[src/common/qdsl_params.svh]
// Constants for the quad DAC serial load link: word layout, host register map, timing.
// Assumes inclusion by bare name from the package and the design files.
`ifndef QDSL_PARAMS_SVH
`define QDSL_PARAMS_SVH

// Word layout: four control bits stand above the code bits
`define QDSL_DATA_BITS      12
`define QDSL_CTRL_BITS      4
`define QDSL_SA_OFS         3
`define QDSL_SD_OFS         2
`define QDSL_AH_OFS         1
`define QDSL_AL_OFS         0
`define QDSL_CHANNELS       4
`define QDSL_ADDR_BITS      2

// Host serial word length, always sent as 16 clocks
`define QDSL_HOST_WORD_BITS 16

// Host register map (byte offsets) and field positions
`define QDSL_TX_OFS         8'h00
`define QDSL_CTRL_OFS       8'h04
`define QDSL_STAT_OFS       8'h08
`define QDSL_ADDR_LSB_BITS  8
`define QDSL_CTRL_AUTO_BIT  0
`define QDSL_CTRL_PULSE_BIT 1
`define QDSL_STAT_BUSY_BIT  0
`define QDSL_STAT_PULSE_BIT 1
`define QDSL_CTRL_RESET     1'b1

// Timing in host clock cycles
`define QDSL_HALF_PERIOD    4
`define QDSL_STROBE_CYCLES  4

`endif

[src/common/qdsl_pkg.sv]
// Types shared by both ends of the quad DAC serial load link.
// Assumes qdsl_params.svh on the include path.
`include "qdsl_params.svh"

package qdsl_pkg;

  typedef enum logic [2:0] {
    QDSL_IDLE = 3'b000,
    QDSL_LEAD = 3'b001,
    QDSL_HIGH = 3'b010,
    QDSL_LOW  = 3'b011,
    QDSL_TAIL = 3'b100,
    QDSL_GAP  = 3'b101
  } qdsl_state_t;

  typedef logic [`QDSL_ADDR_BITS-1:0] qdsl_addr_t;

endpackage

[src/common/qdsl_if.sv]
// Three-wire serial link plus update strobe between host and quad DAC.
// Assumes the host drives every wire; the DAC only listens.
`timescale 1ns/1ps
`default_nettype none

interface qdsl_if;
  logic serial_clock;
  logic chip_select_n;
  logic serial_data_in;
  logic simultaneous_update_strobe_n;

  modport host (
    output serial_clock,
    output chip_select_n,
    output serial_data_in,
    output simultaneous_update_strobe_n
  );

  modport dac (
    input  serial_clock,
    input  chip_select_n,
    input  serial_data_in,
    input  simultaneous_update_strobe_n
  );
endinterface

`default_nettype wire

[src/rtl/qdsl_host.sv]
// Host end: AHB-Lite register slave that drives the three-wire link
// and the update strobe, making the link clock by a divider.
// Assumes one AHB master, single word transfers, OKAY only.
//
// Decided for this implementation: the address map and register access over AHB-Lite.
`timescale 1ns/1ps
`default_nettype none
`include "qdsl_params.svh"

module qdsl_host
  import qdsl_pkg::*;
#(
  parameter int WORD_BITS     = `QDSL_HOST_WORD_BITS,
  parameter int HALF_PERIOD   = `QDSL_HALF_PERIOD,
  parameter int STROBE_CYCLES = `QDSL_STROBE_CYCLES
) (
  // Clock and reset
  input  wire logic        hclk,
  input  wire logic        hresetn,
  // AHB-Lite slave
  input  wire logic        hsel,
  input  wire logic [31:0] haddr,
  input  wire logic [1:0]  htrans,
  input  wire logic        hwrite,
  input  wire logic [2:0]  hsize,
  input  wire logic [31:0] hwdata,
  input  wire logic        hready,
  output logic             hreadyout,
  output logic [31:0]      hrdata,
  output logic             hresp,
  // Link to the DAC
  qdsl_if.host             link
);

  localparam int DIV_W = $clog2(HALF_PERIOD + 1);
  localparam int BIT_W = $clog2(WORD_BITS + 1);
  localparam int STB_W = $clog2(STROBE_CYCLES + 1);
  localparam logic [DIV_W-1:0] DIV_LOAD = DIV_W'(HALF_PERIOD - 1);
  localparam logic [STB_W-1:0] STB_LOAD = STB_W'(STROBE_CYCLES - 1);

  qdsl_state_t                          state_reg;
  logic [DIV_W-1:0]                     div_reg;
  logic [BIT_W-1:0]                     bits_left_reg;
  logic [WORD_BITS-1:0]                 tx_reg;
  logic [WORD_BITS-1:0]                 out_reg;
  logic                                 sclk_reg;
  logic                                 cs_n_reg;
  logic                                 sdi_reg;
  logic                                 auto_reg;
  logic [STB_W-1:0]                     stb_cnt_reg;
  logic                                 pulse_reg;
  logic                                 dp_valid_reg;
  logic                                 dp_write_reg;
  logic [`QDSL_ADDR_LSB_BITS-1:0]       dp_addr_reg;
  logic                                 addr_take;
  logic                                 busy;
  logic                                 tick;
  logic                                 tx_write;
  logic                                 tx_go;
  logic                                 ctrl_write;

  assign busy       = (state_reg != QDSL_IDLE) || pulse_reg;
  assign tick       = (div_reg == '0);
  assign addr_take  = hsel && hready && htrans[1];
  assign tx_write   = dp_valid_reg && dp_write_reg && (dp_addr_reg == `QDSL_TX_OFS);
  assign ctrl_write = dp_valid_reg && dp_write_reg && (dp_addr_reg == `QDSL_CTRL_OFS);
  // A word written while a frame runs waits in a stalled data phase
  assign hreadyout  = !(tx_write && busy);
  assign tx_go      = tx_write && !busy;
  assign hresp      = 1'b0;

  // Address phase capture
  always_ff @(posedge hclk or negedge hresetn) begin
    if (!hresetn) begin
      dp_valid_reg <= 1'b0;
      dp_write_reg <= 1'b0;
      dp_addr_reg  <= '0;
    end else if (hready) begin
      dp_valid_reg <= addr_take;
      dp_write_reg <= hwrite;
      dp_addr_reg  <= haddr[`QDSL_ADDR_LSB_BITS-1:0];
    end
  end

  // Read data registered at the address phase; unmapped reads zero
  always_ff @(posedge hclk or negedge hresetn) begin
    if (!hresetn) begin
      hrdata <= '0;
    end else if (addr_take && !hwrite) begin
      hrdata <= '0;
      unique case (haddr[`QDSL_ADDR_LSB_BITS-1:0])
        `QDSL_TX_OFS:   hrdata[WORD_BITS-1:0] <= tx_reg;
        `QDSL_CTRL_OFS: hrdata[`QDSL_CTRL_AUTO_BIT] <= auto_reg;
        `QDSL_STAT_OFS: begin
          hrdata[`QDSL_STAT_BUSY_BIT]  <= busy;
          hrdata[`QDSL_STAT_PULSE_BIT] <= pulse_reg;
        end
        default:        hrdata <= '0;
      endcase
    end
  end

  // Update strobe: held low in automatic mode, or pulsed on a request made while the frame sequencer is idle
  always_ff @(posedge hclk or negedge hresetn) begin
    if (!hresetn) begin
      auto_reg    <= `QDSL_CTRL_RESET;
      pulse_reg   <= 1'b0;
      stb_cnt_reg <= '0;
    end else begin
      if (ctrl_write) begin
        auto_reg <= hwdata[`QDSL_CTRL_AUTO_BIT];
      end
      if (pulse_reg) begin
        stb_cnt_reg <= stb_cnt_reg - STB_W'(1);
        pulse_reg   <= (stb_cnt_reg != '0);
      end else if (ctrl_write && hwdata[`QDSL_CTRL_PULSE_BIT] && state_reg == QDSL_IDLE) begin
        pulse_reg   <= 1'b1;
        stb_cnt_reg <= STB_LOAD;
      end
    end
  end

  // Last word written, kept for readback
  always_ff @(posedge hclk or negedge hresetn) begin
    if (!hresetn) begin
      tx_reg <= '0;
    end else if (tx_go) begin
      tx_reg <= hwdata[WORD_BITS-1:0];
    end
  end

  // Frame sequencer: clock idles low, data moves on the falling edge,
  // select stays low over all 16 clocks
  always_ff @(posedge hclk or negedge hresetn) begin
    if (!hresetn) begin
      state_reg     <= QDSL_IDLE;
      div_reg       <= '0;
      bits_left_reg <= '0;
      out_reg       <= '0;
      sclk_reg      <= 1'b0;
      cs_n_reg      <= 1'b1;
      sdi_reg       <= 1'b0;
    end else begin
      div_reg <= tick ? DIV_LOAD : div_reg - DIV_W'(1);
      unique case (state_reg)
        QDSL_IDLE: begin
          if (tx_go) begin
            out_reg       <= hwdata[WORD_BITS-1:0];
            sdi_reg       <= hwdata[WORD_BITS-1];
            cs_n_reg      <= 1'b0;
            bits_left_reg <= BIT_W'(WORD_BITS - 1);
            div_reg       <= DIV_LOAD;
            state_reg     <= QDSL_LEAD;
          end
        end
        QDSL_LEAD, QDSL_LOW: begin
          if (tick) begin
            sclk_reg  <= 1'b1;
            state_reg <= QDSL_HIGH;
          end
        end
        QDSL_HIGH: begin
          if (tick) begin
            sclk_reg <= 1'b0;
            if (bits_left_reg == '0) begin
              state_reg <= QDSL_TAIL;
            end else begin
              out_reg       <= {out_reg[WORD_BITS-2:0], 1'b0};
              sdi_reg       <= out_reg[WORD_BITS-2];
              bits_left_reg <= bits_left_reg - BIT_W'(1);
              state_reg     <= QDSL_LOW;
            end
          end
        end
        QDSL_TAIL: begin
          if (tick) begin
            cs_n_reg  <= 1'b1;
            state_reg <= QDSL_GAP;
          end
        end
        QDSL_GAP: begin
          if (tick) begin
            state_reg <= QDSL_IDLE;
          end
        end
        default: state_reg <= QDSL_IDLE;
      endcase
    end
  end

  assign link.serial_clock                 = sclk_reg;
  assign link.chip_select_n                = cs_n_reg;
  assign link.serial_data_in               = sdi_reg;
  assign link.simultaneous_update_strobe_n = ~(auto_reg | pulse_reg);

endmodule // qdsl_host

`default_nettype wire

[src/flat_wrapper.sv]
// flat-port wrapper written by rule: the top's interface ports become plain ports
module qdsl_host_flat import qdsl_pkg::*;
#(
  parameter int WORD_BITS     = `QDSL_HOST_WORD_BITS,
  parameter int HALF_PERIOD   = `QDSL_HALF_PERIOD,
  parameter int STROBE_CYCLES = `QDSL_STROBE_CYCLES
)
  (hclk, hresetn, hsel, haddr, htrans, hwrite, hsize, hwdata, hready, hreadyout, hrdata, hresp, link_serial_clock, link_chip_select_n, link_serial_data_in, link_simultaneous_update_strobe_n);
  qdsl_if link_i ();
  input  wire logic hclk;
  input  wire logic hresetn;
  input  wire logic hsel;
  input  wire logic [31:0] haddr;
  input  wire logic [1:0] htrans;
  input  wire logic hwrite;
  input  wire logic [2:0] hsize;
  input  wire logic [31:0] hwdata;
  input  wire logic hready;
  output logic hreadyout;
  output logic [31:0] hrdata;
  output logic hresp;
  output wire logic [$bits(link_i.serial_clock)-1:0] link_serial_clock;
  output wire logic [$bits(link_i.chip_select_n)-1:0] link_chip_select_n;
  output wire logic [$bits(link_i.serial_data_in)-1:0] link_serial_data_in;
  output wire logic [$bits(link_i.simultaneous_update_strobe_n)-1:0] link_simultaneous_update_strobe_n;
  assign link_serial_clock = link_i.serial_clock;
  assign link_chip_select_n = link_i.chip_select_n;
  assign link_serial_data_in = link_i.serial_data_in;
  assign link_simultaneous_update_strobe_n = link_i.simultaneous_update_strobe_n;
  qdsl_host #(.WORD_BITS(WORD_BITS), .HALF_PERIOD(HALF_PERIOD), .STROBE_CYCLES(STROBE_CYCLES)) u_core (.hclk(hclk), .hresetn(hresetn), .hsel(hsel), .haddr(haddr), .htrans(htrans), .hwrite(hwrite), .hsize(hsize), .hwdata(hwdata), .hready(hready), .hreadyout(hreadyout), .hrdata(hrdata), .hresp(hresp), .link(link_i));
endmodule
[config.mk]
export PLATFORM = sky130hd
export DESIGN_NAME = qdsl_host_flat
export DESIGN_NICKNAME = d
export VERILOG_FILES = /design/src/common/qdsl_pkg.sv /design/src/common/qdsl_if.sv /design/src/rtl/qdsl_host.sv /design/src/flat_wrapper.sv
export VERILOG_INCLUDE_DIRS = /design/src /design/src/common
export SDC_FILE = /design/constraint.sdc
export NUM_CORES = 1
export LEC_CHECK = 0
export ABC_CLOCK_PERIOD_IN_PS = 1950
export BUFFER_PORTS_ARGS = -buffer_cell sky130_fd_sc_hd__buf_2
export CAP_MARGIN = 20
export CORE_ASPECT_RATIO = 1.2
export CORE_MARGIN = 2
export CORE_UTILIZATION = 40
export CTS_BUF_LIST = sky130_fd_sc_hd__clkbuf_8
export DETAILED_ROUTE_END_ITERATION = 6
export GPL_TIMING_DRIVEN = 1
export PLACE_DENSITY_LB_ADDON = 0.1
export SYNTH_ARGS = -nofsm -noshare
export SYNTH_HDL_FRONTEND = slang
export SYNTH_SLANG_ARGS = --single-unit
[constraint.sdc]
create_clock -name hclk -period 1.95 [get_ports hclk]
set_input_delay 0.39 -clock hclk [delete_from_list [all_inputs] [get_ports hclk]]
set_output_delay 0.39 -clock hclk [all_outputs]
set_load 0.05 [all_outputs]
==> results of run 1 <==
power breakdown:
part / internal [W] / leakage, nW / switching, W
Sequential: 0.00180 / 0.919 / 0.000148
Combinational: 0.000507 / 1.11 / 0.000669
Clock: 0.000624 / 0.0910 / 0.000606
final cells by class:
class | count | area (sq um) | area share (%)
Timing Repair Buffer | 88 | 702 | 15.6
Clock buffer | 10 | 138 | 3.07
Clock inverter | 5 | 61.3 | 1.37
Sequential cell | 76 | 1900 | 42.5
Inverter | 13 | 48.8 | 1.09
Tap cell | 117 | 146 | 3.26
Multi-Input combinational cell | 207 | 1490 | 33.1
worst paths after layout:
kind                                       startpoint                 to  cells after the start
worst min register to register      u_core.div_reg[0]  u_core.div_reg[0]                      1
max in group asynchronous                     hresetn   u_core.hrdata[4]                      2
worst max-delay path            u_core.dp_addr_reg[4]          hreadyout                      5
worst max register to register  u_core.dp_addr_reg[4]   u_core.tx_reg[6]                      5
worst min-delay path                          hresetn  u_core.tx_reg[14]                      1
min in group hclk                          hwdata[10]  u_core.tx_reg[10]                      2
worst max-delay path: cells and delay by family, from the launching register on:
family                 cells  cell delay (ns)
flip-flops                 1             0.38
buffers and inverters      2             0.30
AND/OR/NAND/NOR            3             0.73
layer usage:
metal,track usage (%),part of all wire (%)
met2,24.7,46
met5,0,0
met3,3.37,3.1
met4,6.39,1.9
met1,25.6,49
repair_timing:
| item | CTS | global route |
|---|---|---|
| gates cloned | 1 | 2 |
| pin swaps | 2 | 17 |
| resized for setup | 5 | 51 |
| hold endpoints to repair | 0 | 0 |
| setup endpoints to repair | 37 | 40 |
| setup buffers | 2 | 7 |
stage by stage:
step | utilization [%] | cells | TNS (ns) | worst slack (ns) | hold slack (ns)
after floorplan | - | 330 | 0 | 0.0211 | 0.0944
after global placement | 46.0 | 489 | -0.814 | -0.0696 | 0.414
after detailed placement | 46.0 | 489 | -1.28 | -0.0879 | 0.414
after CTS | 49.1 | 507 | -2.53 | -0.206 | 0.0355
after global routing | 52.9 | 516 | -2.03 | -0.254 | 0.0396
final | 52.9 | 516 | -0.600 | -0.181 | 0.0220
cells in the final DEF (no fill, tap or decap), types with 3 or more instances in the layout:
cell type and n:
dfrtp_1 74, nor4_1 3, a21oi_1 4, mux2_2 11, buf_2 48, buf_12 6, a22o_1 15, conb_1 17
clkinvlp_4 3, ha_1 5, nand3_1 3, clkbuf_8 10, buf_4 21, mux2i_1 3, buf_6 9, nor3_2 10
nand2b_1 3, nor2_1 17, nand2_1 41, mux2_4 14, inv_1 13, a31oi_1 15, nor3_1 12
kinds of logic (layout without fill, tap and decap cells):
| logic type | count (synthesis) | count (layout) |
|---|---|---|
| other | 1 | 17 |
| adders and majority gates | 5 | 5 |
| DFF | 76 | 76 |
| and+or+nand+nor | 106 | 106 |
| muxes | 28 | 28 |
| buffers and inverters | 47 | 116 |
| AOI/OAI and AO/OA | 51 | 51 |
==> run_results.csv, run 1 <==
group,metric,value,unit
pwr,p_per_area,971,nW/um^2
critical_path,endpoint_kind,"output pin",
cts,cts_buffers,9,
yosys,synth_top_family_by_area,"simple AND/OR/NAND/NOR gates",
yosys,yosys.area.top_type,"dfrtp_1",
yosys,avgSynthCellArea,10.9,sq um
timing,grt_setup_unrepaired,"yes",
routing,drtPass1Iterations,4,
yosys,synth.area.top_cells,"dfrtp_1, mux2_2, nand2_1, buf_4, a22o_1",
outcome,outcome,"finished with violations",
placement,routabilityCongestion,0.796,
timing,max_freq,469,MHz
placement,place_area,3900,sq um
yosys,netlist_area,3430,sq um
critical_path,start_kind,"register",
yosys,muxShareOfSynthArea,9.08,%
cts,insertion_delay,0.35,ns
timing,max_slew_margin,63.9,%
timing,min_period,2.13,ns
global_routing,grt_pass1_wl,12.3,mm
yosys,synth-seq-area-share,55.5,%
min_path,min_path_type,"input port to async pin",
yosys,synth_top_area_share,54.0,%
pwr,total_power,0.00435,W
floorplan,die_y,105,um
critical_path,cpPeakStageDelay,0.54,ns
routing,ant_nets,0,
yosys,synth_common_cells,"dfrtp_1, nand2_1, mux2_2, nor3_1, buf_4",
cts,cts_max_level,3,
yosys,async_flop_share,100,%
timing,slew_viol_final,0,
flow_run,max_cap_viol_count,0,
yosys,yosys.area_share.simple,14.9,%
cts,clockRootBuffer,"clkbuf_8",
routing,drc,0,
global_routing,antenna_found_initial,0,
critical_path,critPathSlowestCell,"or4_4",
outcome,violations,"negative setup slack",
cts,clock_sinks,76,
floorplan,rows,37,
yosys,netlist_instances,314,
placement,numPortBuffers,50,
timing,finalSetupViolations,17,
placement,dp_hpwl,4.89,mm
pwr,power_leakage,2.12,nW
yosys,synth_edf_count,0,
routing,viasPerCell,4.92,
cts,clk_transition_reported_paths,0.08,ns
finish,nFillCells,787,
yosys,synth_compound_area_share,10.5,%
floorplan,initial_core_util,40.5,%
cts,clockBufferDepth,2,
yosys,synthAdderAreaFrac,1.82,%
critical_path,crit_required,1.56,ns
yosys,ys_types,40,
global_routing,grt_usage,17.2,%
timing,hold_viol_final,0,
critical_path,critPathKind,"register to output pin",
routing,drt-total-wl,7.68,mm
timing,skew,0.0153,ns
finish,area_growth_syn_to_layout,30.7,%
yosys,ys_ff_latch,76,
timing,setup_slack,-0.181,ns
routing,first_iter_violations,119,
critical_path,crit_arrival,1.74,ns
critical_path,cp_max_fo,2,
global_routing,first_global_vias,2428,
routing,routed_wire_length_per_instance,14.9,um
cts,ctsHoldBuffers,0,
cts,cts_tree,"built",
yosys,yosysMostFrequentCell,"dfrtp_1",
critical_path,rrSetupSlack,-0.05,ns
finish,fin_nets,474,
timing,min_period_over_period,109,%
global_routing,grt_max_degree,42,
routing,routed-via-count,2539,
yosys,synth_warnings,0,
floorplan,die_x,88.6,um
yosys,synth-main-ff-cell,"dfrtp_1",
pwr,vdd_drop_max,0.000471,V
floorplan,floorplan.die_area,9340,sq um
finish,design_area,4490,sq um
finish,layout-drive-gt1-share,39.1,%
floorplan,ios,112,
timing,worst_slew_pin_slew,0.541,ns
critical_path,path_cells,"or4_4 > nor4_2 > buf_4 > nand2_2 > buf_8",
finish,num_antenna_cells,0,
yosys,synthXorXnorAreaFrac,0,%
floorplan,core_area,8470,sq um
global_routing,grt-ovfl-total,0,
No activity file was read; power rests on OpenSTA's default activity.
==> run 2, diff against run 1 <==
--- a/config.mk
+++ b/config.mk
@@ -6,7 +6,7 @@
 export SDC_FILE = /design/constraint.sdc
 export NUM_CORES = 1
 export LEC_CHECK = 0
-export ABC_CLOCK_PERIOD_IN_PS = 1950
+export ABC_CLOCK_PERIOD_IN_PS = 1700
 export BUFFER_PORTS_ARGS = -buffer_cell sky130_fd_sc_hd__buf_2
 export CAP_MARGIN = 20
 export CORE_ASPECT_RATIO = 1.2
@@ -15,7 +15,7 @@
 export CTS_BUF_LIST = sky130_fd_sc_hd__clkbuf_8
 export DETAILED_ROUTE_END_ITERATION = 6
 export GPL_TIMING_DRIVEN = 1
-export PLACE_DENSITY_LB_ADDON = 0.1
+export PLACE_DENSITY = 0.66
 export SYNTH_ARGS = -nofsm -noshare
 export SYNTH_HDL_FRONTEND = slang
 export SYNTH_SLANG_ARGS = --single-unit
==> constraint.sdc (replaced) <==
create_clock -name hclk -period 1.7 [get_ports hclk]
set_input_delay 0.34 -clock hclk [delete_from_list [all_inputs] [get_ports hclk]]
set_output_delay 0.34 -clock hclk [all_outputs]
set_load 0.05 [all_outputs]
==> run 2 against run 1 <==
  * Worst setup slack got worse by 0.19 ns
  * Sequential power up 14%
  * Largest cell class unchanged
  * Sequential share of layout area down 2.3 points
  * Global-route usage hardly changed
  * Critical path depth shrank 1
  * Clock power is 7% higher
  * Critical path type unchanged
  * Final cell count rose by 2.1%
  * Largest power group unchanged
  * Die area is the same
  * Via count is 5.8% higher
  * The flow still finishes with violations (negative setup slack)
  * Non-clock buffer count increased by 10
  * Clock skew decreased by 0.0034 ns
  * Total power up 22%
==> run_results.csv, run 2 (same netlist as run 1, synthesis figures left out) <==
group,metric,value,unit
routing,viasPerCell,5.10,
placement,place_ws,-0.314,ns
finish,layout-drive-gt1-share,45.6,%
floorplan,initial_core_util,40.5,%
global_routing,antenna_found_initial,0,
critical_path,cp-startpoint,"u_core.dp_addr_reg[4]",
placement,post-place-cells,497,
timing,slew_viol_final,0,
pwr,power_leakage,2.20,nW
critical_path,critPathKind,"register to output pin",
global_routing,grt_usage,17.1,%
floorplan,die_x,88.6,um
timing,setup_tns,-12.00,ns
timing,min_period_over_period,122,%
pwr,p_per_area,1120,nW/um^2
timing,min_period,2.07,ns
cts,insertion_delay,0.36,ns
timing,setup_slack,-0.369,ns
routing,drtPass1Iterations,4,
min_path,min_path_type,"input port to register",
critical_path,crit_required,1.36,ns
critical_path,path_cells,"or4_4 > nor4_4 > nand2_2 > buf_6",
routing,drt-total-wl,7.96,mm
timing,hold_viol_final,0,
routing,routed_wire_length_per_instance,15.1,um
pwr,swShare,35.8,%
critical_path,rr_startpoint,"u_core.dp_addr_reg[4]",
routing,wl_met2,4.04,mm
global_routing,grt_pass1_wl,12.5,mm
outcome,violations,"negative setup slack",
timing,max_freq,483,MHz
pwr,clkPwrFrac,24.8,%
routing,wl_met1,3.43,mm
outcome,outcome,"finished with violations",
finish,final_cells,527,
cts,cts_buffers,9,
pwr,p_switching,0.00189,W
finish,nFillCells,720,
finish,num_antenna_cells,0,
floorplan,floorplan.die_area,9340,sq um
cts,clock_sinks,76,
cts,clockBufferDepth,2,
floorplan,core_area,8470,sq um
finish,final_common_cell,"dfrtp_1",
global_routing,grt-ovfl-total,0,
critical_path,start_kind,"register",
flow_run,max_cap_viol_count,0,
critical_path,crit_arrival,1.73,ns
global_routing,first_global_vias,2755,
finish,fin_nets,484,
placement,routabilityCongestion,0.787,
finish,regArea,1900,sq um
routing,ant_nets,0,
finish,area_growth_syn_to_layout,38.3,%
cts,clockRootBuffer,"clkbuf_8",
finish,final_cell_mix,"dfrtp_1, buf_2, nand2_1",
critical_path,cp_max_fo,2,
cts,cts_tree,"built",
floorplan,ios,112,
timing,timing.hold.ws,0.218,ns
timing,skew,0.0119,ns
global_routing,grt_max_degree,40,
placement,dp_hpwl,4.95,mm
timing,grt_setup_unrepaired,"yes",
critical_path,cpLargestDelayFamily,"simple AND/OR/NAND/NOR gates",
min_path,worstHoldStart,"hwdata[4]",
routing,routed-via-count,2686,
routing,wl_met3,364,um
pwr,vdd_drop_max,0.000522,V
cts,clk_transition_reported_paths,0.09,ns
routing,top_layer,"met4",
critical_path,endpoint_kind,"output pin",
critical_path,critPathSlowestCell,"or4_4",
routing,first_iter_violations,129,
routing,drc,0,
pwr,p_seq_share,42.1,%
critical_path,cpPeakStageDelay,0.56,ns
pwr,p_int,0.00340,W
timing,finalSetupViolations,49,
cts,cts_max_level,3,
pwr,combPwrFrac,33.1,%
finish,multi_input_area,1680,sq um
critical_path,critPathBufInv,1,
placement,numPortBuffers,50,
finish,final_core_util,56.0,%
floorplan,die_y,105,um
floorplan,rows,37,
[run 2: layout make-up]
| class | count | area share, % |
|---|---|---|
| multi-input combinational | 207 | 35.5 |
| timing repair buffer | 98 | 16.4 |
| tap | 117 | 3.08 |
| sequential | 76 | 40.1 |
| clock inverter | 7 | 1.27 |
| inverter | 13 | 1.03 |
| clock buffer | 9 | 2.61 |
[run 2: repair_timing]
item                       4_1_cts  5_1_grt
gates resized for setup         44       34
buffers inserted                10        5
cloned                           3        2
setup endpoints to repair       47       51
hold endpoints to repair        20        0
hold buffers                     1        0
pin swaps                       21       13
[run 2: layer usage]
metal	GRT usage, %	vias to the layer above
met1	21.4	1352
met5	0	-
met4	6.39	0
met2	28.1	67
met3	4.54	13
li1	-	1254
[run 2: power groups by stage]
stage	Combinational (W)	Sequential (W)	Clock, W
floorplan	0.000816	0.00232	0
global placement	0.00137	0.00222	0
detailed placement	0.00140	0.00224	0
CTS	0.00158	0.00221	0.00134
global route	0.00192	0.00226	0.00143
finish	0.00175	0.00223	0.00131
[run 2: worst reg2reg max path, delay by kind of cell (launching register included)]
family | cells | cell delay, ns
buffers and inverters | 2 | 0.25
multiplexers | 1 | 0.30
AND/OR/NAND/NOR | 2 | 1.02
flip-flops | 1 | 0.39
[run 2: path summary, 6_finish.rpt]
| path | end | slack (ns) | depth (start not counted) |
|---|---|---|---|
| min | u_core.tx_reg[4] | 0.22 | 2 |
| max | hreadyout | -0.37 | 4 |
| min reg2reg | u_core.div_reg[0] | 0.44 | 1 |
| min in group asynchronous | u_core.tx_reg[13] | 0.41 | 2 |
| max reg2reg | u_core.tx_reg[12] | -0.36 | 5 |
| max in group asynchronous | u_core.auto_reg | 0.68 | 3 |
[run 2: through the flow]
stage / power (W) / instance area [sq um]
after floorplan: 0.00313 / 3580
after global placement: 0.00359 / 4040
after detailed placement: 0.00364 / 4040
after CTS: 0.00513 / 4540
after global routing: 0.00561 / 4750
final: 0.00529 / 4750
==> run 3, diff against run 2 <==
--- a/config.mk
+++ b/config.mk
@@ -15,6 +15,7 @@
 export CTS_BUF_LIST = sky130_fd_sc_hd__clkbuf_8
 export DETAILED_ROUTE_END_ITERATION = 6
 export GPL_TIMING_DRIVEN = 1
+export MAX_ROUTING_LAYER = met4
 export PLACE_DENSITY = 0.66
 export SYNTH_ARGS = -nofsm -noshare
 export SYNTH_HDL_FRONTEND = slang
==> run 3 against run 2 <==
  * The flow still finishes with violations (negative setup slack)
  * Sequential cell count unchanged
  * Hold slack improved by 0.00056 ns
  * Count of clock-buffer cells in the layout unchanged
  * Total power about the same
==> run_results.csv, run 3 (same netlist as run 1, synthesis figures left out) <==
group,metric,value,unit
pwr,vdd_drop_max,0.000520,V
timing,finalSetupViolations,49,
pwr,p_per_area,1120,nW/um^2
finish,area_growth_syn_to_layout,38.3,%
placement,dp_hpwl,4.95,mm
floorplan,ios,112,
cts,clockBufferDepth,2,
finish,design_area,4750,sq um
routing,drtPass1Iterations,4,
global_routing,grt_pass1_wl,12.5,mm
pwr,p_switching,0.00189,W
routing,drc,0,
timing,setup_tns,-12.07,ns
placement,routabilityCongestion,0.798,
pwr,p_seq_share,42.1,%
finish,final_common_cell,"dfrtp_1",
critical_path,crit_cells,4,
routing,routed_wire_length_per_instance,15.0,um
min_path,holdPathStages,2,
cts,clock_sinks,76,
critical_path,critPathSlowestCell,"or4_4",
timing,slew_viol_final,0,
pwr,clkPwrFrac,24.8,%
critical_path,start_kind,"register",
global_routing,grt_usage,17.6,%
pwr,swShare,35.8,%
routing,ant_nets,0,
critical_path,crit_required,1.36,ns
critical_path,crit_arrival,1.73,ns
flow_run,max_cap_viol_count,0,
routing,first_iter_violations,131,
finish,fin_nets,484,
timing,grt_setup_unrepaired,"yes",
routing,viasPerCell,5.07,
global_routing,antenna_found_initial,0,
floorplan,rows,37,
cts,cts_buffers,9,
timing,hold_viol_final,0,
critical_path,r2r_cells,5,
global_routing,grt-ovfl-total,0,
cts,clockRootBuffer,"clkbuf_8",
placement,place_ws,-0.314,ns
outcome,outcome,"finished with violations",
global_routing,grt_max_degree,40,
pwr,p_int,0.00340,W
placement,post-place-cells,497,
timing,min_period_over_period,122,%
critical_path,path_cells,"or4_4 > nor4_4 > nand2_2 > buf_6",
timing,min_period,2.07,ns
finish,layout-drive-gt1-share,45.6,%
routing,drt-total-wl,7.92,mm
pwr,combPwrFrac,33.1,%
critical_path,cp_max_fo,2,
timing,setup_slack,-0.369,ns
critical_path,critPathBufInv,1,
critical_path,endpoint_kind,"output pin",
timing,skew,0.0121,ns
cts,insertion_delay,0.36,ns
finish,final_cell_mix,"dfrtp_1, buf_2, nand2_1",
floorplan,core_area,8470,sq um
placement,place_area,4040,sq um
floorplan,die_y,105,um
pwr,power_leakage,2.20,nW
finish,num_antenna_cells,0,
min_path,min_path_type,"input port to register",
placement,numPortBuffers,50,
routing,routed-via-count,2671,
finish,final_cells,527,
cts,cts_tree,"built",
floorplan,floorplan.die_area,9340,sq um
cts,clk_transition_reported_paths,0.09,ns
critical_path,cpLargestDelayFamily,"simple AND/OR/NAND/NOR gates",
outcome,violations,"negative setup slack",
floorplan,initial_core_util,40.5,%
global_routing,first_global_vias,2754,
critical_path,critPathKind,"register to output pin",
floorplan,die_x,88.6,um
timing,max_freq,483,MHz
critical_path,cpPeakStageDelay,0.56,ns
cts,cts_max_level,3,
-- run 3: cell counts in the layout (fill, tap and decap cells not counted) --
Identical to the previous run, type by type.
-- run 3: final cells by class --
cell class                 count  area [sq um]
clock buffer                   9           124
clock inverter                 7          60.1
fill                         720          3730
inverter                      13          48.8
multi-input combinational    207          1680
sequential                    76          1900
tap                          117           146
timing repair buffer          98           778
-- run 3: layer usage --
layer / global-route usage (%) / vias up / share of wire (%)
li1: - / 1254 / -
met2: 28.1 / 58 / 51
met4: 6.39 / 0 / 1.6
met3: 4.39 / 12 / 3.8
met1: 21.5 / 1347 / 43
met5: - / - / 0
-- run 3: metrics by stage --
step	total power, W	hold slack (ns)	util [%]
after floorplan	0.00313	0.0444	-
after global placement	0.00359	0.249	47.6
after detailed placement	0.00364	0.258	47.6
after CTS	0.00513	0.203	53.6
after global routing	0.00561	0.202	56.0
final	0.00529	0.218	56.0
-- run 3: what timing repair did --
item                       4_1_cts  5_1_grt
hold endpoints to repair        20        0
setup endpoints to repair       47       51
hold buffers                     1        0
cloned                           3        2
pin swaps                       21       13
resized for setup               44       34
setup buffers                   10        5
-- run 3: final timing paths --
kind,end,start,slack [ns]
max,hreadyout,u_core.dp_addr_reg[4],-0.37
min,u_core.tx_reg[4],hwdata[4],0.22
max reg2reg,u_core.tx_reg[12],u_core.dp_addr_reg[4],-0.36
min reg2reg,u_core.div_reg[0],u_core.div_reg[0],0.44
max in group asynchronous,u_core.auto_reg,hresetn,0.68
min in group asynchronous,u_core.tx_reg[13],hresetn,0.41
-- run 3: power groups by stage --
stage / clock (W) / sequential (W) / combinational, W
floorplan: 0 / 0.00232 / 0.000816
global placement: 0 / 0.00222 / 0.00137
detailed placement: 0 / 0.00224 / 0.00140
CTS: 0.00134 / 0.00221 / 0.00158
global route: 0.00144 / 0.00226 / 0.00192
finish: 0.00131 / 0.00223 / 0.00175
